<file path="src/design/dtio_pkg.sv">
// Package with register map, reset values and timing constants of the terminal block
package dtio_pkg;
  // Register byte offsets
  localparam logic [7:0] REG_DELAY1   = 8'h00;
  localparam logic [7:0] REG_DELAY2   = 8'h04;
  localparam logic [7:0] REG_DELAY3   = 8'h08;
  localparam logic [7:0] REG_POL_A    = 8'h0c;
  localparam logic [7:0] REG_POL_B    = 8'h10;
  localparam logic [7:0] REG_FAST_MD  = 8'h14;
  localparam logic [7:0] REG_FN_BRLY  = 8'h18;
  localparam logic [7:0] REG_FN_XRLY  = 8'h1c;
  localparam logic [7:0] REG_FN_OC1   = 8'h20;
  localparam logic [7:0] REG_FN_OC2   = 8'h24;
  localparam logic [7:0] REG_FN_FAST  = 8'h28;
  localparam logic [7:0] REG_CNT_TGT  = 8'h2c;
  localparam logic [7:0] REG_IN_STAT  = 8'h30;
  localparam logic [7:0] REG_OUT_STAT = 8'h34;
  localparam logic [7:0] REG_IRQ_STAT = 8'h38;
  localparam logic [7:0] REG_IRQ_MASK = 8'h3c;

  // Widths
  localparam int NUM_IN    = 10;
  localparam int NUM_DLY   = 3;
  localparam int DLY_W     = 16;
  localparam int POL_W     = 17;
  localparam int FN_W      = 5;
  localparam int DIGITS    = 5;

  // Delay in tenths of a second, range limit and reset
  localparam logic [DLY_W-1:0] DELAY_MAX   = 16'd36000;
  localparam logic [DLY_W-1:0] DELAY_RESET = 16'h0000;
  // Polarity words, decimal digits, units digit is lowest terminal
  localparam logic [POL_W-1:0] POL_RESET   = 17'h00000;
  localparam logic [3:0]       POL_LOW_ACT = 4'h1;

  // Fast terminal mode codes
  localparam logic FAST_MODE_PULSE  = 1'b0;
  localparam logic FAST_MODE_SWITCH = 1'b1;

  // Output function codes
  localparam logic [FN_W-1:0] FN_NONE      = 5'h00;
  localparam logic [FN_W-1:0] FN_RUNNING   = 5'h01;
  localparam logic [FN_W-1:0] FN_FAULT     = 5'h02;
  localparam logic [FN_W-1:0] FN_FREQ_LVL1 = 5'h03;
  localparam logic [FN_W-1:0] FN_FREQ_REACH= 5'h04;
  localparam logic [FN_W-1:0] FN_ZERO_RUN  = 5'h05;
  localparam logic [FN_W-1:0] FN_MOTOR_OVL = 5'h06;
  localparam logic [FN_W-1:0] FN_DRIVE_OVL = 5'h07;
  localparam logic [FN_W-1:0] FN_CNT_REACH = 5'h08;

  // Selector reset values
  localparam logic [FN_W-1:0] FN_BRLY_RESET = 5'h02;
  localparam logic [FN_W-1:0] FN_XRLY_RESET = 5'h00;
  localparam logic [FN_W-1:0] FN_OC1_RESET  = 5'h00;
  localparam logic [FN_W-1:0] FN_OC2_RESET  = 5'h04;
  localparam logic [FN_W-1:0] FN_FAST_RESET = 5'h00;

  // Drive overload warning lead time, in seconds and in tenths of a second
  localparam real              OVL_LEAD_S   = 10.0;
  localparam logic [DLY_W-1:0] OVL_LEAD_DS  = 16'd100;

  // Delay step and clock
  localparam real CLK_HZ       = 20.0e6;
  localparam real DELAY_STEP_S = 0.1;
  localparam int  STEP_CYCLES  = int'(DELAY_STEP_S * CLK_HZ);
endpackage

</file>
<file path="src/design/dtio_terminal.sv">
// Terminal conditioning and output routing logic with APB register access
//Contract
//- Inputs one to three get 0-3600.0 s delay
//- Only inputs one to three are delayed
//- Polarity digit 0 high active, 1 low
//- Two five-digit polarity words, units digit first
//- High active: closed contact means asserted
//- Fast terminal mode 0 pulse, 1 switch
//- Per-output selectors, defaults 2, 0, 0, 4, 0
//- Code 0 keeps output inactive
//- Code 1 on while drive running
//- Code 2 on at fault stop
//- Codes 3, 4 route level detect, reached
//- Code 5 on at zero-speed run only
//- Code 6 on at motor overload pre-warning
//- Code 7 on 10 s before overload
//- Code 8 on when count reaches target
`timescale 1ns/1ps
module dtio_terminal #(
  parameter int STEP_CYCLES = dtio_pkg::STEP_CYCLES
) (
  input  wire logic        pclk,
  input  wire logic        presetn,
  input  wire logic        psel,
  input  wire logic        penable,
  input  wire logic        pwrite,
  input  wire logic [7:0]  paddr,
  input  wire logic [31:0] pwdata,
  output logic      [31:0] prdata,
  output logic             pready,
  output logic             pslverr,
  output logic             irq,
  input  wire logic [9:0]  switch_closed,
  input  wire logic        drive_running,
  input  wire logic        fault_stop,
  input  wire logic        zero_frequency,
  input  wire logic        frequency_level_detect_1,
  input  wire logic        frequency_reached,
  input  wire logic        motor_overload_prewarn,
  input  wire logic        overload_eta_valid,
  input  wire logic [15:0] overload_eta_ds,
  input  wire logic [31:0] count_value,
  input  wire logic        fast_pulse_in,
  output logic      [9:0]  switch_asserted,
  output logic             board_relay_contacts,
  output logic             extension_relay_contacts,
  output logic             open_collector_out_1,
  output logic             open_collector_out_2,
  output logic             fast_multi_output
);

  localparam int NI = dtio_pkg::NUM_IN;
  localparam int ND = dtio_pkg::NUM_DLY;
  localparam int DW = dtio_pkg::DLY_W;
  localparam int FW = dtio_pkg::FN_W;
  localparam int PW = dtio_pkg::POL_W;

  logic [DW-1:0]   delay_q [ND];
  logic [PW-1:0]   pol_a_q;
  logic [PW-1:0]   pol_b_q;
  logic            fast_mode_q;
  logic [FW-1:0]   fn_brly_q;
  logic [FW-1:0]   fn_xrly_q;
  logic [FW-1:0]   fn_oc1_q;
  logic [FW-1:0]   fn_oc2_q;
  logic [FW-1:0]   fn_fast_q;
  logic [31:0]     cnt_tgt_q;
  logic [NI-1:0]   irq_stat_q;
  logic [NI-1:0]   irq_mask_q;
  logic [31:0]     step_cnt_q;
  logic            step_tick;
  logic [NI-1:0]   low_active;
  logic [NI-1:0]   level_in;
  logic [NI-1:0]   level_prev_q;
  logic [DW-1:0]   hold_cnt_q [ND];
  logic [NI-1:0]   cond_d;
  logic [NI-1:0]   in_change;
  logic            wr_en;
  logic            rd_en;
  logic            addr_ok;
  logic [31:0]     rd_mux;

  // Decimal digit of a polarity word selects low-active sense
  function automatic logic digit_low(input logic [PW-1:0] word, input int pos);
    logic [PW-1:0] v;
    v = word;
    for (int k = 0; k < pos; k++)
    begin
      v = PW'(v / PW'(10));
    end
    return PW'(v % PW'(10)) == PW'(dtio_pkg::POL_LOW_ACT);
  endfunction

  // Condition selected by an output function code
  function automatic logic fn_value(input logic [FW-1:0] code);
    case (code)
      dtio_pkg::FN_NONE:       fn_value = 1'b0;
      dtio_pkg::FN_RUNNING:    fn_value = drive_running;
      dtio_pkg::FN_FAULT:      fn_value = fault_stop;
      dtio_pkg::FN_FREQ_LVL1:  fn_value = frequency_level_detect_1;
      dtio_pkg::FN_FREQ_REACH: fn_value = frequency_reached;
      dtio_pkg::FN_ZERO_RUN:   fn_value = drive_running & zero_frequency;
      dtio_pkg::FN_MOTOR_OVL:  fn_value = motor_overload_prewarn;
      dtio_pkg::FN_DRIVE_OVL:  fn_value = overload_eta_valid &
                                          (overload_eta_ds <= dtio_pkg::OVL_LEAD_DS);
      dtio_pkg::FN_CNT_REACH:  fn_value = count_value >= cnt_tgt_q;
      default:                 fn_value = 1'b0;
    endcase
  endfunction

  // Clamp of a delay write to the allowed range
  function automatic logic [DW-1:0] clamp_delay(input logic [31:0] v);
    return (v > 32'(dtio_pkg::DELAY_MAX)) ? dtio_pkg::DELAY_MAX : DW'(v);
  endfunction

  // APB decode
  assign wr_en = psel & penable & pwrite & ~pready;
  assign rd_en = psel & penable & ~pwrite & ~pready;
  assign addr_ok = (paddr[1:0] == 2'b00) && (paddr <= dtio_pkg::REG_IRQ_MASK);

  // Polarity per terminal and asserted level
  always_comb
  begin
    for (int i = 0; i < NI; i++)
    begin
      low_active[i] = (i < 5) ? digit_low(pol_a_q, i) : digit_low(pol_b_q, i - 5);
      level_in[i] = switch_closed[i] ^ low_active[i];
    end
  end

  // Base tick of one delay step
  always_ff @(posedge pclk or negedge presetn)
  begin
    if (!presetn)
    begin
      step_cnt_q <= 32'h00000000;
    end
    else if (step_tick)
    begin
      step_cnt_q <= 32'h00000000;
    end
    else
    begin
      step_cnt_q <= step_cnt_q + 32'h00000001;
    end
  end
  assign step_tick = (step_cnt_q >= 32'(STEP_CYCLES - 1));

  // Change delay counters on the first three inputs
  always_ff @(posedge pclk or negedge presetn)
  begin
    if (!presetn)
    begin
      level_prev_q <= '0;
      for (int i = 0; i < ND; i++)
      begin
        hold_cnt_q[i] <= DW'(0);
      end
    end
    else
    begin
      level_prev_q <= level_in;
      for (int i = 0; i < ND; i++)
      begin
        if (level_in[i] != level_prev_q[i])
        begin
          hold_cnt_q[i] <= DW'(0);
        end
        else if (step_tick && hold_cnt_q[i] < delay_q[i])
        begin
          hold_cnt_q[i] <= hold_cnt_q[i] + DW'(1);
        end
      end
    end
  end

  // Next conditioned state
  always_comb
  begin
    cond_d = switch_asserted;
    for (int i = 0; i < NI; i++)
    begin
      if (i < ND)
      begin
        if (level_in[i] == level_prev_q[i] && hold_cnt_q[i] >= delay_q[i])
        begin
          cond_d[i] = level_in[i];
        end
      end
      else
      begin
        cond_d[i] = level_in[i];
      end
    end
  end
  assign in_change = cond_d ^ switch_asserted;

  always_ff @(posedge pclk or negedge presetn)
  begin
    if (!presetn)
    begin
      switch_asserted <= '0;
    end
    else
    begin
      switch_asserted <= cond_d;
    end
  end

  // Configuration registers
  always_ff @(posedge pclk or negedge presetn)
  begin
    if (!presetn)
    begin
      for (int i = 0; i < ND; i++)
      begin
        delay_q[i] <= dtio_pkg::DELAY_RESET;
      end
      pol_a_q     <= dtio_pkg::POL_RESET;
      pol_b_q     <= dtio_pkg::POL_RESET;
      fast_mode_q <= dtio_pkg::FAST_MODE_PULSE;
      fn_brly_q   <= dtio_pkg::FN_BRLY_RESET;
      fn_xrly_q   <= dtio_pkg::FN_XRLY_RESET;
      fn_oc1_q    <= dtio_pkg::FN_OC1_RESET;
      fn_oc2_q    <= dtio_pkg::FN_OC2_RESET;
      fn_fast_q   <= dtio_pkg::FN_FAST_RESET;
      cnt_tgt_q   <= 32'h00000000;
      irq_mask_q  <= '0;
    end
    else if (wr_en)
    begin
      case (paddr)
        dtio_pkg::REG_DELAY1:   delay_q[0]  <= clamp_delay(pwdata);
        dtio_pkg::REG_DELAY2:   delay_q[1]  <= clamp_delay(pwdata);
        dtio_pkg::REG_DELAY3:   delay_q[2]  <= clamp_delay(pwdata);
        dtio_pkg::REG_POL_A:    pol_a_q     <= pwdata[PW-1:0];
        dtio_pkg::REG_POL_B:    pol_b_q     <= pwdata[PW-1:0];
        dtio_pkg::REG_FAST_MD:  fast_mode_q <= pwdata[0];
        dtio_pkg::REG_FN_BRLY:  fn_brly_q   <= pwdata[FW-1:0];
        dtio_pkg::REG_FN_XRLY:  fn_xrly_q   <= pwdata[FW-1:0];
        dtio_pkg::REG_FN_OC1:   fn_oc1_q    <= pwdata[FW-1:0];
        dtio_pkg::REG_FN_OC2:   fn_oc2_q    <= pwdata[FW-1:0];
        dtio_pkg::REG_FN_FAST:  fn_fast_q   <= pwdata[FW-1:0];
        dtio_pkg::REG_CNT_TGT:  cnt_tgt_q   <= pwdata;
        dtio_pkg::REG_IRQ_MASK: irq_mask_q  <= pwdata[NI-1:0];
        default:                cnt_tgt_q   <= cnt_tgt_q;
      endcase
    end
  end

  // Sticky input-change events, new event wins over a clear
  always_ff @(posedge pclk or negedge presetn)
  begin
    if (!presetn)
    begin
      irq_stat_q <= '0;
    end
    else
    begin
      if (wr_en && paddr == dtio_pkg::REG_IRQ_STAT)
      begin
        irq_stat_q <= (irq_stat_q & ~pwdata[NI-1:0]) | in_change;
      end
      else
      begin
        irq_stat_q <= irq_stat_q | in_change;
      end
    end
  end

  always_ff @(posedge pclk or negedge presetn)
  begin
    if (!presetn)
    begin
      irq <= 1'b0;
    end
    else
    begin
      irq <= |(irq_stat_q & irq_mask_q);
    end
  end

  // Output routing
  always_ff @(posedge pclk or negedge presetn)
  begin
    if (!presetn)
    begin
      board_relay_contacts     <= 1'b0;
      extension_relay_contacts <= 1'b0;
      open_collector_out_1     <= 1'b0;
      open_collector_out_2     <= 1'b0;
      fast_multi_output        <= 1'b0;
    end
    else
    begin
      board_relay_contacts     <= fn_value(fn_brly_q);
      extension_relay_contacts <= fn_value(fn_xrly_q);
      open_collector_out_1     <= fn_value(fn_oc1_q);
      open_collector_out_2     <= fn_value(fn_oc2_q);
      fast_multi_output        <= (fast_mode_q == dtio_pkg::FAST_MODE_SWITCH) ?
                                  fn_value(fn_fast_q) : fast_pulse_in;
    end
  end

  // Read multiplexer
  always_comb
  begin
    case (paddr)
      dtio_pkg::REG_DELAY1:   rd_mux = 32'(delay_q[0]);
      dtio_pkg::REG_DELAY2:   rd_mux = 32'(delay_q[1]);
      dtio_pkg::REG_DELAY3:   rd_mux = 32'(delay_q[2]);
      dtio_pkg::REG_POL_A:    rd_mux = 32'(pol_a_q);
      dtio_pkg::REG_POL_B:    rd_mux = 32'(pol_b_q);
      dtio_pkg::REG_FAST_MD:  rd_mux = 32'(fast_mode_q);
      dtio_pkg::REG_FN_BRLY:  rd_mux = 32'(fn_brly_q);
      dtio_pkg::REG_FN_XRLY:  rd_mux = 32'(fn_xrly_q);
      dtio_pkg::REG_FN_OC1:   rd_mux = 32'(fn_oc1_q);
      dtio_pkg::REG_FN_OC2:   rd_mux = 32'(fn_oc2_q);
      dtio_pkg::REG_FN_FAST:  rd_mux = 32'(fn_fast_q);
      dtio_pkg::REG_CNT_TGT:  rd_mux = cnt_tgt_q;
      dtio_pkg::REG_IN_STAT:  rd_mux = 32'(switch_asserted);
      dtio_pkg::REG_OUT_STAT: rd_mux = {27'h0000000, fast_multi_output, open_collector_out_2,
                                        open_collector_out_1, extension_relay_contacts,
                                        board_relay_contacts};
      dtio_pkg::REG_IRQ_STAT: rd_mux = 32'(irq_stat_q);
      dtio_pkg::REG_IRQ_MASK: rd_mux = 32'(irq_mask_q);
      default:                rd_mux = 32'h00000000;
    endcase
  end

  // APB answer one cycle into the access phase
  always_ff @(posedge pclk or negedge presetn)
  begin
    if (!presetn)
    begin
      pready  <= 1'b0;
      pslverr <= 1'b0;
      prdata  <= 32'h00000000;
    end
    else
    begin
      pready  <= psel & penable & ~pready;
      pslverr <= psel & penable & ~pready & ~addr_ok;
      prdata  <= (rd_en && addr_ok) ? rd_mux : 32'h00000000;
    end
  end

endmodule // dtio_terminal

</file>
<file path="config.mk">
export PLATFORM = sky130hd
export DESIGN_NAME = dtio_terminal
export DESIGN_NICKNAME = d
export VERILOG_FILES = /design/src/design/dtio_pkg.sv /design/src/design/dtio_terminal.sv
export SDC_FILE = /design/constraint.sdc
export NUM_CORES = 1
export LEC_CHECK = 0
export BUFFER_PORTS_ARGS = -buffer_cell sky130_fd_sc_hd__buf_2
export CELL_PAD_IN_SITES_DETAIL_PLACEMENT = 0
export CELL_PAD_IN_SITES_GLOBAL_PLACEMENT = 2
export CORE_UTILIZATION = 38
export CTS_BUF_LIST = sky130_fd_sc_hd__clkbuf_8 sky130_fd_sc_hd__clkbuf_16
export CTS_CLUSTER_DIAMETER = 120
export DETAILED_ROUTE_END_ITERATION = 16
export GPL_ROUTABILITY_DRIVEN = 0
export HOLD_SLACK_MARGIN = 0.08
export MAX_ROUTING_LAYER = met4
export PLACE_DENSITY = 0.77
export SLEW_MARGIN = 20
export SYNTH_ARGS = -nofsm -noshare
export SYNTH_HDL_FRONTEND = slang
export SYNTH_SLANG_ARGS = --single-unit
</file>
<file path="constraint.sdc">
create_clock -name pclk -period 8.7 [get_ports pclk]
set_input_delay 0.87 -clock pclk [delete_from_list [all_inputs] [get_ports pclk]]
set_output_delay 0.87 -clock pclk [all_outputs]
set_load 0.1 [all_outputs]
</file>
# Yosys cells after proc, flatten, opt, wreduce, memory -nomap -nowiden

Index checks and enable logic that the tools add are counted.

Output and inout port bits: 50
Register bits after elaboration: 293
Input bits: 111

Magnitude comparators: 11
Bitwise operators: 28
Muxes and demuxes: 20
Reduce and logical (&&, ||, !) cells: 28
Eq/ne operators: 71
Add/sub/neg operators: 4
Divide/modulo/power cells: 18

Operators by type and width:

| cell                  | number |
|---|---|
| $pmux 32 s16          | 1 |
| $eq 17x1->1 const B   | 10 |
| $mod 17x4->17 const B | 10 |
| $div 17x4->17 const B | 8 |
| $mux 16               | 7 |
| $eq 5x3->1 const B    | 20 |
| $eq 8x6->1 const B    | 8 |
| $mux 32               | 2 |
| $eq 5x2->1 const B    | 10 |
| $add 16x1->16 const B | 3 |
| $ge 16x16->1          | 3 |
| $lt 16x16->1          | 3 |
| $pmux 1 s8            | 5 |
| $add 32x1->32 const B | 1 |
| $eq 8x5->1 const B    | 4 |
| $ge 32x21->1 const B  | 1 |
| $ge 32x32->1          | 1 |
| $gt 32x16->1 const B  | 1 |
| $reduce_and 2->1      | 13 |
| $eq 5x1->1 const B    | 5 |
| $eq 5x4->1 const B    | 5 |
| $and 10x10->10        | 2 |
| $or 10x10->10         | 2 |
| $eq 8x4->1 const B    | 2 |
| 17 further kinds      | 53 |

# Logic depth before layout (Yosys ltp)

Gate-level depths: netlist (run 1).

Word-level depth: 11
Depth in mapped cells: 41

# Worst setup path after synthesis (run 1)

No wires, ideal clock.

Path kind: register -> register
Start point: register pol_a_q[13]
End point: register irq_stat_q[3]
Period minus slack after synthesis: 7.560 ns
Buffers on the path: 6
Arrival: 7.440 ns
Slack: 1.140 ns
Setup time: 0.120 ns
Cell stages (with the launch flop): 38
Cells stage by stage: dfrtp_1 > buf_6 > buf_6 > buf_6 > buf_6 > nand3b_1 > o221a_2 > a211oi_2 > a221oi_1 > a211o_1 > a221o_1 > a21oi_1 > o211a_1 > buf_2 > a21oi_1 > nand2b_1 > buf_2 > o21ai_0 > [... 2 more ...] > nand2_1 > inv_1 > nor2_1 > nor3_1 > nor4_1 > ha_1 > a211oi_1 > o311ai_0 > a31oi_1 > a21oi_1 > nor2_1 > ha_1 > or2_2 > or3b_2 > mux2i_1 > a31oi_1 > xnor2_1 > nand2_1

Cells in the longest elaborated chain, start to end: 9
Elaborated cells between the ends (all ways): 10

RTL lines:

| item                                    | line                                       | source |
|---|---|---|
| start: declaration                      | dtio_terminal.sv:59                        | `logic [PW-1:0] pol_a_q;` |
| start signal: assignment                | dtio_terminal.sv:219                       | `pol_a_q <= dtio_pkg::POL_RESET;` |
| start signal: assignment                | dtio_terminal.sv:236                       | `dtio_pkg::REG_POL_A: pol_a_q <= pwdata[PW-1:0];` |
| $div 17x4->17 (*) (3 in a row)          | --                                         |  |
| $mod 17x4->17 (*)                       | dtio_terminal.sv:91                        | `return PW'(v % PW'(10)) == PW'(dtio_pkg::POL_LOW_ACT);` |
| $eq 17x1->1 (*)                         | dtio_terminal.sv:91                        |  |
| $xor 1x1->1 (*)                         | dtio_terminal.sv:127                       | `level_in[i] = switch_closed[i] ^ low_active[i];` |
| $xor 10x10->10 (*)                      | dtio_terminal.sv:196                       | `assign in_change = cond_d ^ switch_asserted;` |
| $or 10x10->10, on equally long branches | dtio_terminal.sv:266, dtio_terminal.sv:262 |  |
| $mux 10 (*)                             | dtio_terminal.sv:260                       | `if (wr_en && paddr == dtio_pkg::REG_IRQ_STAT)` |
| end signal: assignment                  | dtio_terminal.sv:262                       | `irq_stat_q <= (irq_stat_q & ~pwdata[NI-1:0]) \| in_change;` |
| end signal: assignment                  | dtio_terminal.sv:266                       | `irq_stat_q <= irq_stat_q \| in_change;` |
| end: declaration                        | dtio_terminal.sv:68                        | `logic [NI-1:0] irq_stat_q;` |

Every way passes the cells marked *; elsewhere a longest branch is shown, timed or not.
A chain may end at the register's enable or synchronous reset.

# Worst setup path after layout (run 1)

Start point: register pol_a_q[13]
End point: register hold_cnt_q[5] (netlist name)

Cells in the longest elaborated chain, start to end: 7
Elaborated cells between the ends (all ways): 8

RTL lines:

| item                                         | line                 | source |
|---|---|---|
| $div 17x4->17 (*) (2 in a row)               | --                   |  |
| $mod 17x4->17 (*)                            | dtio_terminal.sv:91  |  |
| $eq 17x1->1 (*)                              | dtio_terminal.sv:91  |  |
| $xor 1x1->1 (*)                              | dtio_terminal.sv:127 |  |
| net level_in[2]                              | dtio_terminal.sv:73  | `logic [NI-1:0] level_in;` |
| $ne 1x1->1 (*)                               | dtio_terminal.sv:165 | `if (level_in[i] != level_prev_q[i])` |
| $mux 16 or $reduce_bool 2->1 (tied branches) | --                   |  |
| end signal: indexed assignment               | dtio_terminal.sv:171 | `hold_cnt_q[i] <= hold_cnt_q[i] + DW'(1);` |
| end: declaration                             | dtio_terminal.sv:75  | `logic [DW-1:0] hold_cnt_q [ND];` |

Mark *: on every way through the listed nets, which the timed path passes. The rest lies on a longest branch.

==> impl_metrics.env, run 1 <==
export IMPL_yosys_cell_count_top_type="nand2_1"
export IMPL_critical_path_reg2reg_endpoint="hold_cnt_q[5]$_DFFE_PN0P_"
export IMPL_setup_worst_path_start_class="register"
export IMPL_max_vdd_ir_drop_v=0.000144
export IMPL_report_final_setup_viol=0
export IMPL_i_o_pins=161
export IMPL_post_cts_hold_buffer_count=0
export IMPL_type_of_element_capturing_the_critical_path="register"
export IMPL_cp_buffers_inverters=5
export IMPL_placed_cells_incl_taps=4333
export IMPL_worst_setup_hold_path_clk_slew_ps=60
export IMPL_critical_path_depth=34
export IMPL_rr_worst_depth=34
export IMPL_post_drt_wl_per_cell_um=21.4
export IMPL_vias=27100
export IMPL_ctsLongestPathBuffers=3
export IMPL_detailed_routing_iteration_count_for_the_pre_antenna_repair_pass=6
export IMPL_placement_io_buffers=160
export IMPL_largest_delay_contributor_family_on_the_critical_path="compound AO/OA/AOI/OAI gates"
export IMPL_route_detailed_drc=0
export IMPL_finalMaxSlewViolations=0
export IMPL_final_period_minus_worst_setup_slack_ps=8280
export IMPL_fp_dieArea_um2=71400
export IMPL_timing_max_cap_violations=0
export IMPL_finalNonFillerCells=4422
export IMPL_num_nets_final=3690
export IMPL_rr_startpoint="pol_a_q[13]$_DFFE_PN0P_"
export IMPL_crit_path_top_delay_cell="dfrtp_2"
export IMPL_cts_tree="done"
export IMPL_required_ps=9100
export IMPL_post_synthesis_area_per_instance_um2=8.23
export IMPL_initial_utilization=0.387
export IMPL_synth_area_leader_cell="dfrtp_1"
export IMPL_critPathMaxStageDelay_ps=480
export IMPL_placement_cell_area_um2=29200
export IMPL_track_usage=0.266
export IMPL_power_density_nw_per_um2=162
export IMPL_worst_hold_path_type="in -> async"
export IMPL_h_tree_depth=2
export IMPL_clkSinkCount=293
export IMPL_detailedPlace_worstSlack_ps=30.6
export IMPL_skew_ps=18.3
export IMPL_fin_crit_sh=0.951
export IMPL_final_layout_size_suffix_gt1_frac=0.207
export IMPL_grt_max_degree=88
export IMPL_setup_worst_path_class="reg -> reg"
export IMPL_core_area_um2=69100
export IMPL_fin_worst_hold_slack_ps=342
export IMPL_postRouteWirelength_mm=94.8
export IMPL_netlist_top_cells_area="dfrtp_1 (27%), ha_1 (5.7%), mux2_2 (4.8%), nand2_1 (4.3%), nor2_1 (4.0%)"
export IMPL_synthDistinctLibCells=129
export IMPL_grt_setup_unrepaired="true"
export IMPL_clock_latency_ps=520
export IMPL_worst_slew_pin_slew_ps=1060
export IMPL_yosys_register_bits=293
export IMPL_fillCellCount=6814
export IMPL_grt_overflow_total=0
export IMPL_die_w_um=267
export IMPL_power_leakage_nw=13.0
export IMPL_timing_critical_path_arrival_ps=8670
export IMPL_portion_of_the_post_synthesis_area_used_by_sequential_elements=0.275
export IMPL_timing_max_slew_rel_slack=0.290
export IMPL_die_h_um=267
export IMPL_finalSetupTns_ps=0
export IMPL_grt_first_pass_wirelength_mm=148
export IMPL_antenna_found_initial=10
export IMPL_yosys_warnings=0
export IMPL_grt_pass1_vias=25700
export IMPL_final_util=0.449
export IMPL_rows=96
export IMPL_synth_async_sr_flop_share=1.00
export IMPL_synth_largest_type_area_fraction=0.273
export IMPL_maxClockFrequency_mhz=121
export IMPL_final_setup_worst_slack_ps=422
export IMPL_total_power_mw=5.03
export IMPL_post_synth_instance_area_um2=26700
export IMPL_count_of_flip_flops_with_a_built_in_enable_after_synthesis=0
export IMPL_area_growth_syn_to_layout_pct=16.0
export IMPL_detailed_router_s_first_iteration_violation_count=2666
export IMPL_post_synth_inst_count=3244
export IMPL_cp_max_fo=21
export IMPL_status="finished, final reports clean"
export IMPL_routed_via_count_divided_by_cell_count=6.13
export IMPL_synth_cells_most_frequent="nand2_1 (303), dfrtp_1 (291), nor2_1 (287)"
export IMPL_cts_inserted_buffers=34
export IMPL_count_of_endpoints_failing_hold_in_the_final_timing_report=0
export IMPL_drt_antenna_violating_nets=0
export IMPL_ys_dominant_reg_cell="dfrtp_1"
export IMPL_reg2reg_setup_slack_ps=420
export IMPL_post_route_cell_area_um2=31000
export IMPL_clock_tree_root_cell="clkbuf_16"
export IMPL_post_dp_hpwl_mm=72.2
[sequential cells by signal (all words and copies together) (netlist names), 10 cells and up]
name / flops
prdata: 32
irq_mask_q: 10
delay_q: 48
pol_b_q: 17
irq_stat_q: 10
pol_a_q: 17
cnt_tgt_q: 32
switch_asserted: 10
hold_cnt_q: 48
step_cnt_q: 32
[where the power goes]
group / switching (mW) / leakage (nW) / internal, mW / total [mW]
combinational: 1.33 / 8.46 / 0.830 / 2.16
clock: 0.578 / 0.574 / 0.828 / 1.41
sequential: 0.0644 / 3.95 / 1.40 / 1.47
[placed cells by master, fill, tap and decap left out, types with 62 or more instances in the layout]
cell type | synthesis | routed
a21oi_1 | 159 | 155
buf_2 | 57 | 159
buf_4 | 15 | 197
dfrtp_1 | 291 | 281
ha_1 | 121 | 121
inv_1 | 148 | 158
mux2_2 | 115 | 115
nand2_1 | 303 | 302
nand3_1 | 70 | 67
nor2_1 | 287 | 282
nor3_1 | 78 | 76
o21ai_0 | 183 | 182
xnor2_1 | 63 | 62
[how the worst max path moves through the flow]
| stage | startpoint | end | slack [ps] |
|---|---|---|---|
| 4_1_cts | pol_a_q[11]$_DFFE_PN0P_ | hold_cnt_q[41]$_DFFE_PN0P_ | 2 |
| 6_report | pol_a_q[13]$_DFFE_PN0P_ | hold_cnt_q[5]$_DFFE_PN0P_ | 420 |
| 3_3_place_gp | pol_a_q[16]$_DFFE_PN0P_ | hold_cnt_q[41]$_DFFE_PN0P_ | 50 |
| 2_1_floorplan | pol_a_q[13]$_DFFE_PN0P_ | irq_stat_q[3]$_DFF_PN0_ | 1140 |
| 3_5_place_dp | pol_a_q[11]$_DFFE_PN0P_ | hold_cnt_q[41]$_DFFE_PN0P_ | 30 |
| 5_1_grt | pol_a_q[13]$_DFFE_PN0P_ | hold_cnt_q[5]$_DFFE_PN0P_ | -10 |
[repair_timing]
| action | in CTS | in global routing |
|---|---|---|
| setup endpoints to repair | 0 | 69 |
| resized for setup | 0 | 101 |
| setup buffers | 0 | 20 |
[cells by family after synthesis]
kind of cell / count (synthesis) / synth area share
AOI/OAI and AO/OA: 1038 / 0.287
adders and majority gates: 127 / 0.0590
DFF: 293 / 0.275
xor gates and xnor gates: 118 / 0.0412
buffers and inverters: 350 / 0.0565
muxes: 146 / 0.0603
other: 1 / 0.000140
and+or+nand+nor: 1171 / 0.222
[layer usage]
layer  GRT usage  routed length (um)  part of all wire
met1       0.361               42900              0.45
met2       0.420               43600              0.46
met3      0.0377                6250             0.066
met4      0.0598                2000             0.021
met5           -                   0                 0
[final cells by class]
| cell class | instances | area, um2 | area share |
|---|---|---|---|
| Multi-Input combinational cell | 2611 | 18400 | 0.594 |
| Sequential cell | 293 | 7350 | 0.237 |
| Timing Repair Buffer | 362 | 2390 | 0.0771 |
| Tap cell | 931 | 1160 | 0.0376 |
| Clock buffer | 40 | 945 | 0.0305 |
| Inverter | 156 | 589 | 0.0190 |
| Clock inverter | 18 | 130 | 0.00420 |
| Antenna cell | 11 | 27.5 | 0.000888 |
No activity file was read; power rests on OpenSTA's default activity.
==> inputs of run 2 (changes only) <==
--- a/config.mk
+++ b/config.mk
@@ -8,14 +8,14 @@
 export BUFFER_PORTS_ARGS = -buffer_cell sky130_fd_sc_hd__buf_2
 export CELL_PAD_IN_SITES_DETAIL_PLACEMENT = 0
 export CELL_PAD_IN_SITES_GLOBAL_PLACEMENT = 2
-export CORE_UTILIZATION = 38
+export CORE_UTILIZATION = 37
 export CTS_BUF_LIST = sky130_fd_sc_hd__clkbuf_8 sky130_fd_sc_hd__clkbuf_16
 export CTS_CLUSTER_DIAMETER = 120
 export DETAILED_ROUTE_END_ITERATION = 16
 export GPL_ROUTABILITY_DRIVEN = 0
 export HOLD_SLACK_MARGIN = 0.08
 export MAX_ROUTING_LAYER = met4
-export PLACE_DENSITY = 0.77
+export PLACE_DENSITY = 0.89
 export SLEW_MARGIN = 20
 export SYNTH_ARGS = -nofsm -noshare
 export SYNTH_HDL_FRONTEND = slang
==> constraint.sdc (replaced) <==
create_clock -name pclk -period 8.7 [get_ports pclk]
set_input_delay 2.61 -clock pclk [delete_from_list [all_inputs] [get_ports pclk]]
set_output_delay 2.61 -clock pclk [all_outputs]
set_load 0.1 [all_outputs]
==> run 2 against run 1 <==
Final cell count down 0.38%. Via count is 2.4% lower. Final area down 0.87%. Critical endpoint is now hold_cnt_q[23]$_DFFE_PN0P_. Sequential power is essentially flat. Combinational power fell by 3%. Maximum frequency grew 0.59%. Clock power up 11%. Register-to-register slack better by 50 ps. Routed wire length decreased by 6.7%.
==> impl_metrics.env, run 2 (synthesis results as in run 1) <==
export IMPL_fp_dieArea_um2=73300
export IMPL_layout_commonest_cell="nand2_1"
export IMPL_detailed_router_s_first_iteration_violation_count=2464
export IMPL_area_growth_syn_to_layout_pct=15.0
export IMPL_post_dp_hpwl_mm=66.3
export IMPL_fillCellCount=7160
export IMPL_antenna_found_initial=6
export IMPL_num_nets_final=3657
export IMPL_placement_io_buffers=160
export IMPL_worst_setup_hold_path_clk_slew_ps=60
export IMPL_drt_antenna_violating_nets=0
export IMPL_critical_path_reg2reg_endpoint="hold_cnt_q[23]$_DFFE_PN0P_"
export IMPL_fin_crit_sh=0.946
export IMPL_max_vdd_ir_drop_v=0.000147
export IMPL_final_util=0.430
export IMPL_count_of_endpoints_failing_hold_in_the_final_timing_report=0
export IMPL_mostFrequentLayoutCells="nand2_1 (300), nor2_1 (284), dfrtp_1 (284)"
export IMPL_placement_cell_area_um2=29100
export IMPL_setup_worst_path_start_class="register"
export IMPL_crit_path_top_delay_cell="a2111o_1"
export IMPL_vias=26500
export IMPL_report_final_setup_viol=0
export IMPL_rows=98
export IMPL_maxClockFrequency_mhz=122
export IMPL_worst_hold_path_type="reg -> reg"
export IMPL_grt_first_pass_wirelength_mm=141
export IMPL_die_w_um=271
export IMPL_required_ps=9110
export IMPL_grt_max_degree=129
export IMPL_post_drt_wl_per_cell_um=20.1
export IMPL_critPathMaxStageDelay_ps=530
export IMPL_rr_worst_depth=31
export IMPL_core_area_um2=71500
export IMPL_clock_latency_ps=550
export IMPL_finalMaxSlewViolations=0
export IMPL_setup_worst_path_class="reg -> reg"
export IMPL_cts_inserted_buffers=36
export IMPL_clkSinkCount=293
export IMPL_h_tree_depth=2
export IMPL_clock_tree_root_cell="clkbuf_16"
export IMPL_status="finished, final reports clean"
export IMPL_worst_slew_pin_slew_ps=1160
export IMPL_routed_via_count_divided_by_cell_count=6.01
export IMPL_cp_max_fo=19
export IMPL_cts_tree="done"
export IMPL_detailed_routing_iteration_count_for_the_pre_antenna_repair_pass=7
export IMPL_worstHoldPathCells=1
export IMPL_die_h_um=271
export IMPL_post_cts_hold_buffer_count=0
export IMPL_final_period_minus_worst_setup_slack_ps=8230
export IMPL_fin_worst_hold_slack_ps=459
export IMPL_power_density_nw_per_um2=167
export IMPL_timing_critical_path_arrival_ps=8640
export IMPL_hp_start="fn_oc1_q[4]$_DFFE_PN0P_"
export IMPL_i_o_pins=161
export IMPL_post_route_cell_area_um2=30700
export IMPL_timing_max_slew_rel_slack=0.223
export IMPL_power_leakage_nw=12.8
export IMPL_grt_pass1_vias=24600
export IMPL_track_usage=0.242
export IMPL_initial_utilization=0.374
export IMPL_ctsLongestPathBuffers=3
export IMPL_skew_ps=22.9
export IMPL_reg_top3="delay_q: 48 flops, hold_cnt_q: 48 flops"
export IMPL_final_layout_size_suffix_gt1_frac=0.195
export IMPL_type_of_element_capturing_the_critical_path="register"
export IMPL_reg2reg_setup_slack_ps=470
export IMPL_route_detailed_drc=0
export IMPL_grt_overflow_total=0
export IMPL_timing_max_cap_violations=0
export IMPL_rr_startpoint="pol_a_q[16]$_DFFE_PN0P_"
export IMPL_postRouteWirelength_mm=88.5
export IMPL_whs_endpoint="open_collector_out_1$_DFF_PN0_"
[run 2: cell types whose count changed in the layout (fill, tap and decap cells not counted), sizes merged]
cell / before / now
diode: 11 / 5
clkinv: 9 / 10
clkbuf: 40 / 45
clkinvlp: 1 / 2
inv: 162 / 159
bufinv: 2 / 3
buf: 362 / 327
[run 2: layer usage]
layer	up-vias	global-route usage	wire [um]
li1	12600	-	-
met1	12700	0.354	43200
met2	1043	0.341	37100
met3	119	0.0433	6510
met4	0	0.0568	1700
met5	-	-	0
[run 2: per-stage QoR]
stage / total power [mW] / TNS [ps] / cells / worst slack, ps
final: 5.14 / 0 / 4405 / 471
after global routing: 5.44 / -9.70 / 4404 / -8.47
after CTS: 5.13 / 0 / 4392 / 157
after detailed placement: 3.55 / 0 / 4329 / 197
after global placement: 3.55 / 0 / 4329 / 205
after floorplan: 2.98 / 0 / 3254 / 1140
[run 2: how the worst max path moves through the flow]
stage | end | startpoint | depth (start not counted)
after floorplan | irq_stat_q[3]$_DFF_PN0_ | pol_a_q[13]$_DFFE_PN0P_ | 37
after global placement | irq_stat_q[7]$_DFF_PN0_ | pol_b_q[16]$_DFFE_PN0P_ | 29
after detailed placement | hold_cnt_q[41]$_DFFE_PN0P_ | pol_a_q[14]$_DFFE_PN0P_ | 31
after CTS | irq_stat_q[7]$_DFF_PN0_ | pol_b_q[16]$_DFFE_PN0P_ | 28
after global routing | hold_cnt_q[46]$_DFFE_PN0P_ | pol_a_q[16]$_DFFE_PN0P_ | 32
final | hold_cnt_q[23]$_DFFE_PN0P_ | pol_a_q[16]$_DFFE_PN0P_ | 31
[run 2: final cells by class]
| cell class | count | area, um2 | share of cell area |
|---|---|---|---|
| multi-input combinational | 2611 | 18200 | 0.594 |
| sequential | 293 | 7350 | 0.239 |
| timing repair buffer | 327 | 2120 | 0.0690 |
| tap | 950 | 1190 | 0.0387 |
| clock buffer | 45 | 1050 | 0.0341 |
| inverter | 156 | 586 | 0.0191 |
| clock inverter | 18 | 183 | 0.00595 |
| antenna | 5 | 12.5 | 0.000407 |
[run 2: worst max-delay path, delay by kind of cell (launching register included)]
family                   cells  cell delay (ps)
AO/OA/AOI/OAI               14             3760
AND/OR/NAND/NOR              9             2040
XOR/XNOR                     2              530
flip-flops                   1              460
buffers and inverters        4              780
adder cells (fa/ha/maj)      2              500
[run 2: timing repair]
| action | in CTS | in global routing |
|---|---|---|
| buffers inserted | 0 | 8 |
| endpoints found under the setup margin | 0 | 67 |
| gates resized for setup | 0 | 68 |
[run 2: power by group]
part,internal (mW),switching (mW),leakage [nW],total [mW]
registers,1.40,0.0697,3.96,1.47
logic,0.805,1.30,8.25,2.10
clock network,0.942,0.624,0.627,1.57
